File: src/logic/pitb_map.svh
// register offsets, field positions, reset values and source indices
// assumes a 32-bit bus with one register in each aligned word
`ifndef PITB_MAP_SVH
`define PITB_MAP_SVH
`define PITB_OFS_CTL0    8'h00
`define PITB_OFS_CTL1    8'h04
`define PITB_OFS_CTL2    8'h08
`define PITB_OFS_CTL3    8'h0C
`define PITB_OFS_PSC     8'h10
`define PITB_OFS_TB0     8'h14
`define PITB_OFS_TB1     8'h18
`define PITB_OFS_PEND    8'h1C
`define PITB_RST_BYTE    8'h00
`define PITB_RST_SRC     11'h000
`define PITB_C0_SERF     6
`define PITB_C0_SERE     3
`define PITB_C0_GIE      0
`define PITB_C12_FHI     7
`define PITB_C12_FLO     4
`define PITB_C12_EHI     3
`define PITB_C12_ELO     0
`define PITB_C3_URTF     5
`define PITB_C3_TICK1_REQUEST_FLAG     4
`define PITB_C3_URTE     1
`define PITB_C3_TICK1_IRQ_ENABLE     0
`define PITB_TB_RUN      7
`define PITB_TB_PHI      2
`define PITB_TB_PLO      0
`define PITB_PSC_HI      1
`define PITB_PSC_LO      0
`define PITB_PSC_SYS     2'h0
`define PITB_PSC_DIV4    2'h1
`define PITB_DIV4_LAST   2'h3
`define PITB_TB_FULL     15'h7FFF
`define PITB_TB_TOPSEL   3'h7
`define PITB_SRC_SER     0
`define PITB_SRC_LOW     1
`define PITB_SRC_CONV    2
`define PITB_SRC_EE      3
`define PITB_SRC_TB0     4
`define PITB_SRC_T0A     5
`define PITB_SRC_T0P     6
`define PITB_SRC_T1A     7
`define PITB_SRC_T1P     8
`define PITB_SRC_TB1     9
`define PITB_SRC_URT     10
`endif

File: src/logic/pitb_pkg.sv
// types shared by the interrupt and time base block and its bench
// assumes the map header supplies every register number; the mode and state codes are set here
package pitb_pkg;
	typedef enum logic [1:0] {
		PITB_MODE_SPI  = 2'h0,
		PITB_MODE_I2C  = 2'h1,
		PITB_MODE_UART = 2'h2
	} pitb_mode_t;
	typedef enum logic [1:0] {
		PITB_ST_IDLE = 2'b01,
		PITB_ST_REQ  = 2'b10
	} pitb_state_t;
	typedef struct packed {
		pitb_mode_t  serial_mode;
		logic        sio_byte_done;
		logic        i2c_addr_match;
		logic        i2c_timeout;
		logic [5:0]  uart_cond;
		logic        low_supply;
		logic        conv_done;
		logic        eeprom_wr_done;
		logic [3:0]  tmr_match;
	} pitb_evt_t;
	typedef struct packed {
		logic stack_full;
		logic ack;
		logic reti;
	} pitb_cpu_t;
endpackage

File: src/logic/pitb_top.sv
// peripheral interrupt request logic with two time base generators
// assumes synchronous peripheral event levels, an AHB-Lite master and a sequencer acking requests
// What this block does
// RL1 - serial flag set in SPI/I2C events
// RL2 - serial flag set by UART conditions
// RL3 - vector needs global, enable, flag, stack room
// RL4 - serial service clears flag and global enable
// RL5 - service leaves UART status flags alone
// RL6 - UART condition sent as low pulse
// RL7 - UART vectors gated; service clears flag, global
// RL8 - low supply sets flag, cleared on service
// RL9 - conversion done sets flag, auto cleared
// RL10 - EEPROM write end sets flag, auto cleared
// RL11 - two timers, A and P match sources
// RL12 - timer match service clears flag, global
// RL13 - time base overflow sets its flag
// RL14 - time base gated; service clears flag, global
// RL15 - prescaler source: sys, sys/4, sub clock
// RL16 - both units divide shared prescaler clock
// RL17 - bit 7 enables time base 0
// RL18 - period is 2^(8+field) prescaler clocks
// RL19 - time base 1 same layout and encoding
// RL20 - global disable blocks all, flags still record
// RL21 - any rising flag wakes the device
// RL22 - lowest vector first when several pend
//
// The AHB-Lite slave port and the placing of the registers were decided locally.
`timescale 1ns/1ns
`include "pitb_map.svh"
module pitb_top #(
	parameter int NSRC = 11
) (
	input  wire  logic                 clk,
	input  wire  logic                 sys_rst,
	input  wire  logic                 hsel,
	input  wire  logic [31:0]          haddr,
	input  wire  logic [1:0]           htrans,
	input  wire  logic                 hwrite,
	input  wire  logic [2:0]           hsize,
	input  wire  logic [31:0]          hwdata,
	input  wire  logic                 hready,
	output logic       [31:0]          hrdata,
	output logic                       hreadyout,
	output logic                       hresp,
	input  wire  pitb_pkg::pitb_evt_t  evt,
	input  wire  logic                 sub_tick,
	input  wire  pitb_pkg::pitb_cpu_t  cpu,
	output logic                       irq_req,
	output logic       [3:0]           irq_vector,
	output logic                       wake
);
	import pitb_pkg::*;

	pitb_state_t       state_reg;
	logic [NSRC-1:0]   flags_reg;
	logic [NSRC-1:0]   flags_next;
	logic [NSRC-1:0]   en_reg;
	logic [NSRC-1:0]   set_vec;
	logic [NSRC-1:0]   clr_vec;
	logic [NSRC-1:0]   pend;
	logic [3:0]        lowest;
	logic              gie_reg;
	logic              irq_req_reg;
	logic [3:0]        irq_vec_reg;
	logic              wake_reg;
	logic              wr_pend_reg;
	logic [7:0]        wr_addr_reg;
	logic [31:0]       hrdata_reg;
	logic [31:0]       rdata;
	logic              addr_phase;
	logic              svc;
	logic              ser_set;
	logic              uart_any_reg;
	logic              uart_pulse_n_reg;
	logic [1:0]        psc_sel_reg;
	logic [1:0]        div4_reg;
	logic              psc_tick;
	logic [1:0]        tb_run_reg;
	logic [2:0]        tb_per_reg [2];
	logic [14:0]       tb_cnt_reg [2];
	logic [1:0]        tb_ovf_reg;

	// a set field of 000 gives 2^8-1, 111 gives 2^15-1
	function automatic logic [14:0] tb_last(input logic [2:0] sel);
		tb_last = `PITB_TB_FULL >> (`PITB_TB_TOPSEL - sel); // [RL18]
	endfunction

	function automatic logic is_wr(input logic [7:0] ofs);
		is_wr = wr_pend_reg && (wr_addr_reg == ofs);
	endfunction

	assign hrdata     = hrdata_reg;
	assign hreadyout  = 1'b1;
	assign hresp      = 1'b0;
	assign irq_req    = irq_req_reg;
	assign irq_vector = irq_vec_reg;
	assign wake       = wake_reg;

	// zero wait states: read data is latched in the address phase
	assign addr_phase = hsel && hready && htrans[1];
	assign svc        = (state_reg == PITB_ST_REQ) && cpu.ack;

	always_ff @(posedge clk or posedge sys_rst) begin
		if (sys_rst) begin
			wr_pend_reg <= 1'b0;
			wr_addr_reg <= `PITB_RST_BYTE;
		end else begin
			wr_pend_reg <= addr_phase && hwrite;
			wr_addr_reg <= haddr[7:0];
		end
	end

	always_comb begin
		rdata = 32'h0000_0000;
		case (haddr[7:0])
			`PITB_OFS_CTL0: begin
				rdata[`PITB_C0_SERF] = flags_reg[`PITB_SRC_SER];
				rdata[`PITB_C0_SERE] = en_reg[`PITB_SRC_SER];
				rdata[`PITB_C0_GIE]  = gie_reg;
			end
			`PITB_OFS_CTL1: begin
				rdata[`PITB_C12_FHI:`PITB_C12_FLO] = flags_reg[`PITB_SRC_TB0:`PITB_SRC_LOW];
				rdata[`PITB_C12_EHI:`PITB_C12_ELO] = en_reg[`PITB_SRC_TB0:`PITB_SRC_LOW];
			end
			`PITB_OFS_CTL2: begin
				rdata[`PITB_C12_FHI:`PITB_C12_FLO] = flags_reg[`PITB_SRC_T1P:`PITB_SRC_T0A];
				rdata[`PITB_C12_EHI:`PITB_C12_ELO] = en_reg[`PITB_SRC_T1P:`PITB_SRC_T0A];
			end
			`PITB_OFS_CTL3: begin
				rdata[`PITB_C3_URTF] = flags_reg[`PITB_SRC_URT];
				rdata[`PITB_C3_TICK1_REQUEST_FLAG] = flags_reg[`PITB_SRC_TB1];
				rdata[`PITB_C3_URTE] = en_reg[`PITB_SRC_URT];
				rdata[`PITB_C3_TICK1_IRQ_ENABLE] = en_reg[`PITB_SRC_TB1];
			end
			`PITB_OFS_PSC: rdata[`PITB_PSC_HI:`PITB_PSC_LO] = psc_sel_reg;
			`PITB_OFS_TB0: begin
				rdata[`PITB_TB_RUN] = tb_run_reg[0];
				rdata[`PITB_TB_PHI:`PITB_TB_PLO] = tb_per_reg[0];
			end
			`PITB_OFS_TB1: begin
				rdata[`PITB_TB_RUN] = tb_run_reg[1];
				rdata[`PITB_TB_PHI:`PITB_TB_PLO] = tb_per_reg[1];
			end
			`PITB_OFS_PEND: rdata[NSRC-1:0] = pend;
			default: rdata = 32'h0000_0000;
		endcase
	end

	always_ff @(posedge clk or posedge sys_rst) begin
		if (sys_rst) begin
			hrdata_reg <= 32'h0000_0000;
		end else if (addr_phase && !hwrite) begin
			hrdata_reg <= rdata;
		end
	end

	// one-cycle low pulse in the cycle after the UART conditions go from none to any
	always_ff @(posedge clk or posedge sys_rst) begin
		if (sys_rst) begin
			uart_any_reg     <= 1'b0;
			uart_pulse_n_reg <= 1'b1;
		end else begin
			uart_any_reg     <= |evt.uart_cond;
			uart_pulse_n_reg <= !((|evt.uart_cond) && !uart_any_reg); // [RL6]
		end
	end

	always_comb begin
		if (evt.serial_mode == PITB_MODE_UART) begin
			ser_set = |evt.uart_cond; // [RL2]
		end else begin
			ser_set = evt.sio_byte_done || evt.i2c_addr_match || evt.i2c_timeout; // [RL1]
		end
		// each timer contributes an A and a P match source
		set_vec = {!uart_pulse_n_reg, tb_ovf_reg[1], evt.tmr_match, tb_ovf_reg[0],
			evt.eeprom_wr_done, evt.conv_done, evt.low_supply, ser_set}; // [RL7] [RL8] [RL9] [RL10] [RL11] [RL13]
		clr_vec = svc ? NSRC'(1) << irq_vec_reg : '0; // [RL4] [RL12] [RL14]
	end

	// flags are also software writable; a hardware set beats any clear
	always_comb begin
		flags_next = flags_reg;
		if (is_wr(`PITB_OFS_CTL0)) begin
			flags_next[`PITB_SRC_SER] = hwdata[`PITB_C0_SERF];
		end
		if (is_wr(`PITB_OFS_CTL1)) begin
			flags_next[`PITB_SRC_TB0:`PITB_SRC_LOW] = hwdata[`PITB_C12_FHI:`PITB_C12_FLO];
		end
		if (is_wr(`PITB_OFS_CTL2)) begin
			flags_next[`PITB_SRC_T1P:`PITB_SRC_T0A] = hwdata[`PITB_C12_FHI:`PITB_C12_FLO];
		end
		if (is_wr(`PITB_OFS_CTL3)) begin
			flags_next[`PITB_SRC_URT] = hwdata[`PITB_C3_URTF];
			flags_next[`PITB_SRC_TB1] = hwdata[`PITB_C3_TICK1_REQUEST_FLAG];
		end
		// uart status itself lives in the serial unit and is never touched here
		flags_next = (flags_next & ~clr_vec) | set_vec; // [RL5] [RL20]
	end

	always_ff @(posedge clk or posedge sys_rst) begin
		if (sys_rst) begin
			flags_reg <= `PITB_RST_SRC;
			wake_reg  <= 1'b0;
		end else begin
			flags_reg <= flags_next;
			wake_reg  <= |(flags_next & ~flags_reg); // [RL21]
		end
	end

	always_ff @(posedge clk or posedge sys_rst) begin
		if (sys_rst) begin
			en_reg <= `PITB_RST_SRC;
		end else begin
			if (is_wr(`PITB_OFS_CTL0)) begin
				en_reg[`PITB_SRC_SER] <= hwdata[`PITB_C0_SERE];
			end
			if (is_wr(`PITB_OFS_CTL1)) begin
				en_reg[`PITB_SRC_TB0:`PITB_SRC_LOW] <= hwdata[`PITB_C12_EHI:`PITB_C12_ELO];
			end
			if (is_wr(`PITB_OFS_CTL2)) begin
				en_reg[`PITB_SRC_T1P:`PITB_SRC_T0A] <= hwdata[`PITB_C12_EHI:`PITB_C12_ELO];
			end
			if (is_wr(`PITB_OFS_CTL3)) begin
				en_reg[`PITB_SRC_URT] <= hwdata[`PITB_C3_URTE];
				en_reg[`PITB_SRC_TB1] <= hwdata[`PITB_C3_TICK1_IRQ_ENABLE];
			end
		end
	end

	// service clear wins over a software write and a return in the same cycle
	always_ff @(posedge clk or posedge sys_rst) begin
		if (sys_rst) begin
			gie_reg <= 1'b0;
		end else if (svc) begin
			gie_reg <= 1'b0; // [RL4] [RL7] [RL12] [RL14]
		end else if (cpu.reti) begin
			gie_reg <= 1'b1;
		end else if (is_wr(`PITB_OFS_CTL0)) begin
			gie_reg <= hwdata[`PITB_C0_GIE];
		end
	end

	always_comb begin
		pend   = flags_reg & en_reg;
		lowest = 4'h0;
		for (int i = NSRC - 1; i >= 0; i--) begin
			if (pend[i]) begin
				lowest = 4'(i); // [RL22]
			end
		end
	end

	// vector is frozen while waiting for the ack
	always_ff @(posedge clk or posedge sys_rst) begin
		if (sys_rst) begin
			state_reg   <= PITB_ST_IDLE;
			irq_req_reg <= 1'b0;
			irq_vec_reg <= 4'h0;
		end else begin
			case (state_reg)
				PITB_ST_IDLE: begin
					if (gie_reg && !cpu.stack_full && |pend) begin // [RL3] [RL7] [RL14] [RL20]
						state_reg   <= PITB_ST_REQ;
						irq_req_reg <= 1'b1;
						irq_vec_reg <= lowest; // [RL22]
					end
				end
				PITB_ST_REQ: begin
					if (cpu.ack) begin
						state_reg   <= PITB_ST_IDLE;
						irq_req_reg <= 1'b0;
					end
				end
				default: begin
					state_reg   <= PITB_ST_IDLE;
					irq_req_reg <= 1'b0;
				end
			endcase
		end
	end

	always_ff @(posedge clk or posedge sys_rst) begin
		if (sys_rst) begin
			psc_sel_reg <= 2'h0;
		end else if (is_wr(`PITB_OFS_PSC)) begin
			psc_sel_reg <= hwdata[`PITB_PSC_HI:`PITB_PSC_LO];
		end
	end

	always_ff @(posedge clk or posedge sys_rst) begin
		if (sys_rst) begin
			div4_reg <= 2'h0;
		end else begin
			div4_reg <= div4_reg + 2'h1;
		end
	end

	always_comb begin
		case (psc_sel_reg)
			`PITB_PSC_SYS:  psc_tick = 1'b1; // [RL15]
			`PITB_PSC_DIV4: psc_tick = (div4_reg == `PITB_DIV4_LAST);
			default:        psc_tick = sub_tick;
		endcase
	end

	always_ff @(posedge clk or posedge sys_rst) begin
		if (sys_rst) begin
			tb_run_reg <= 2'h0;
			tb_per_reg <= '{3'h0, 3'h0};
		end else begin
			if (is_wr(`PITB_OFS_TB0)) begin
				tb_run_reg[0] <= hwdata[`PITB_TB_RUN]; // [RL17]
				tb_per_reg[0] <= hwdata[`PITB_TB_PHI:`PITB_TB_PLO];
			end
			if (is_wr(`PITB_OFS_TB1)) begin
				tb_run_reg[1] <= hwdata[`PITB_TB_RUN]; // [RL19]
				tb_per_reg[1] <= hwdata[`PITB_TB_PHI:`PITB_TB_PLO];
			end
		end
	end

	// a stopped unit restarts its period from zero
	always_ff @(posedge clk or posedge sys_rst) begin
		if (sys_rst) begin
			tb_cnt_reg <= '{15'h0000, 15'h0000};
			tb_ovf_reg <= 2'h0;
		end else begin
			for (int u = 0; u < 2; u++) begin
				tb_ovf_reg[u] <= 1'b0;
				if (!tb_run_reg[u]) begin
					tb_cnt_reg[u] <= 15'h0000; // [RL17] [RL19]
				end else if (psc_tick) begin // [RL16]
					if (tb_cnt_reg[u] == tb_last(tb_per_reg[u])) begin
						tb_cnt_reg[u] <= 15'h0000;
						tb_ovf_reg[u] <= 1'b1; // [RL13]
					end else begin
						tb_cnt_reg[u] <= tb_cnt_reg[u] + 15'h0001; // [RL18]
					end
				end
			end
		end
	end
endmodule

File: config.mk
export PLATFORM = sky130hd
export DESIGN_NAME = pitb_top
export DESIGN_NICKNAME = d
export VERILOG_FILES = /design/src/logic/pitb_pkg.sv /design/src/logic/pitb_top.sv
export VERILOG_INCLUDE_DIRS = /design/src /design/src/logic
export SDC_FILE = /design/constraint.sdc
export NUM_CORES = 1
export LEC_CHECK = 0
export BUFFER_PORTS_ARGS = -buffer_cell sky130_fd_sc_hd__buf_2
export CAP_MARGIN = 20
export CORE_MARGIN = 3
export CORE_UTILIZATION = 54
export DETAILED_ROUTE_END_ITERATION = 8
export PLACE_DENSITY = 0.86
export SLEW_MARGIN = 0
export SYNTH_ARGS = -nofsm -noshare
export SYNTH_HDL_FRONTEND = slang
export SYNTH_SLANG_ARGS = --single-unit
File: constraint.sdc
create_clock -name clk -period 4.3 [get_ports clk]
set_clock_uncertainty 0.1 [all_clocks]
set_input_delay 0.645 -clock clk [delete_from_list [all_inputs] [get_ports clk]]
set_output_delay 0.645 -clock clk [all_outputs]
set_load 0.005 [all_outputs]
==> results.cfg <==
[synthesis]
synth-seq-cells = 96
synthMuxAreaShare_pct = 9.12
synth_area_leaders = dfrtp_1, mux2_2, nand2_1
yosysWarnings = 0
syn_area_per_cell_sq_um = 9.55
synth_compound_area_share_pct = 13.8
ys_seq_area_share_pct = 45.0
synth_top_flop_cell = dfrtp_1
synth_top_family_by_area = simple AND/OR/NAND/NOR gates
yosysTopAreaCell = dfrtp_1
synth_edf_count = 0
synth_fa_ha_area_share_pct = 0.702
syn_area_sq_mm = 0.00535
synth_xor_area_share_pct = 3.77
synth_top_area_share_pct = 44.0
async_flop_share_pct = 100
synthSimpleGateAreaFrac_pct = 20.9
synth_cells = 560
synthDistinctLibCells = 67

[layout]
fin_area_sq_mm = 0.00588
instances_no_fill = 746
final_nets = 712
drive_gt1_share_pct = 19.4
largest_reg_flops = 30
antennaDiodeCount = 0
nFillCells = 734
synthToLayoutAreaGrowth_pct = 9.87

[worst_setup_path]
cp_max_fo = 10
critPathCapture = en_reg[4]$_DFFE_PP0N_
rr_worst_depth = 4
critPathArrivalTime_ps = 3060
rr_endpoint = en_reg[4]$_DFFE_PP0N_
worstSetupPathType = reg2reg
r2r-start = wr_addr_reg[1]$_DFF_PP0_
timing.reg2reg.setup_slack_ps = 1390
endpoint_kind = flip-flop
crit_start = wr_addr_reg[1]$_DFF_PP0_
start_kind = flip-flop
required_ps = 4450

[drt]
routed_wl_um = 12500
wl_per_cell_um = 16.8
drtPass1Iterations = 5
drt-initial-drc-count = 369
vias_per_cell = 6.05
ant_nets = 0
vias = 4514
drcViolationCount = 0

[run_status]
run_status = completed

[global_route]
grt_use_total_pct = 22.7
top_usage_layer = met2
grt_pass1_wl_um = 20600
met3_usage_pct = 4.29
antenna_found_initial = 0
met1_usage_pct = 30.9
grt_max_degree = 51
overflow = 0
grt_use_met2_pct = 35.2
grt_pass1_vias = 4275

[placed_design]
place_area_sq_mm = 0.00565
hpwl_um = 8970
place.gp.congestion = 0.921
post-place-cells = 731
numPortBuffers = 60

[power]
p_per_area_mw_per_mm2 = 343
leakagePower_uw = 0.00264
ir_drop_mv = 0.161

[floorplanning]
die_x_um = 106
core_area_sq_mm = 0.00942
io_pins = 136
dieHeight_um = 106
std_cell_rows = 35
die-area_sq_mm = 0.0111
start_util_pct = 56.8

[timing]
period_share_pct = 67.6
slew_viol_final = 0
setup_viol = 0
relSlewSlack_pct = 32.1
tns_ps = 0
rsz0062_at_grt = no
hold_viol = 0
fmax_mhz = 344
period_needed_ps = 2910
worst_pin_slew_ps = 1010

[job]
cap_violations = 0

[clock_tree]
htree_levels = 3
cts_sinks = 96
cts_tree = yes
worstSkewPairLatency_ps = 360
hold_buffers = 0
clockBufferDepth = 2
cts_buffers = 9
cts_resized = 0
cts_setup_buffers = 0
clk_pin_slew_ps = 90
cts-root-buf = clkbuf_8

[hold_path]
hp-class = in2async
through the flow:
step	utilization [%]	total power [uW]	hold WS [ps]	worst slack (ps)
2_1_floorplan	-	1280	301	1050
3_3_place_gp	60.0	1330	313	1480
3_5_place_dp	60.0	1350	322	1430
4_1_cts	62.4	2020	130	1420
5_1_grt	62.4	2120	138	1330
6_report	62.4	2020	122	1390
cell usage in the layout, fill, tap and decap left out, types with 7 or more instances in the layout:
cell type	instances
a21oi_1	18
and2_1	8
buf_2	60
clkbuf_8	11
conb_1	23
dfrtp_1	94
inv_1	23
mux2_2	24
mux2i_1	15
nand2_1	64
nand2b_1	10
nand3_1	24
nand4_1	9
nor2_1	43
nor3_1	17
o21ai_0	30
or3_1	7
xnor2_1	11
xor2_1	12
layout make-up:
type	count	area, sq um	share of cell area [%]
clock buffers	11	151	2.58
clock inverters	4	76.3	1.30
inverters	24	91.3	1.55
multi-input cells	419	2670	45.4
flip-flops and latches	96	2400	40.9
well taps	129	161	2.75
repair buffers	63	323	5.49
worst min path at each step:
stage                     startpoint  depth (start not counted)                    endpoint  slack (ps)
6_report                     sys_rst                          2  psc_sel_reg[0]$_DFFE_PP0P_         120
5_1_grt                      sys_rst                          2       div4_reg[0]$_DFF_PP0_         140
4_1_cts                      sys_rst                          2  tb_cnt_reg[24]$_DFFE_PP0P_         130
3_5_place_dp   div4_reg[0]$_DFF_PP0_                          1       div4_reg[0]$_DFF_PP0_         320
3_3_place_gp   div4_reg[0]$_DFF_PP0_                          1       div4_reg[0]$_DFF_PP0_         310
2_1_floorplan  div4_reg[0]$_DFF_PP0_                          1       div4_reg[0]$_DFF_PP0_         300
Yosys cell counts, types with 4 or more instances:
master / n
nand4_1: 9
a21oi_1: 18
inv_1: 24
mux2i_1: 15
a211oi_1: 5
nand2_1: 64
xnor2_1: 11
nand2b_1: 10
nand4b_1: 4
o211ai_1: 4
and3_1: 5
clkbuf_1: 12
a32oi_1: 4
and2_1: 8
xor2_1: 12
dfrtp_1: 94
buf_4: 24
o31ai_1: 5
nor2b_1: 5
a31oi_1: 4
mux2_2: 24
or3_1: 7
nand3_1: 24
nor3_1: 17
nor2_1: 43
o22ai_1: 5
a22oi_1: 4
o21ai_0: 30
critical path, cell delays in order (launching register included):
cell     delay [ps]
dfrtp_1         370
or4b_1          560
or4_4           490
nor3b_2         860
mux2_2          420
kinds of logic (layout without fill, tap and decap cells):
group / Yosys count / in the layout
AND/OR/NAND/NOR: 218 / 218
other: 2 / 23
XOR/XNOR: 23 / 23
AO/OA/AOI/OAI: 110 / 110
flip-flops: 96 / 96
buffers and inverters: 66 / 102
adder cells (fa/ha/maj): 3 / 3
multiplexers: 42 / 42
per-layer routing:
| metal | wire length, um | vias up |
|---|---|---|
| li1 | - | 2066 |
| met1 | 5290 | 2153 |
| met3 | 1030 | 39 |
| met4 | 360 | 0 |
| met2 | 5830 | 256 |
| met5 | 0 | - |
power by group:
part	switching, uW	total [uW]	internal (uW)
registers	93.5	1070	976
logic	150	270	121
clock network	316	675	359
total	559	2020	1460
(Power assumes the default switching activity.)
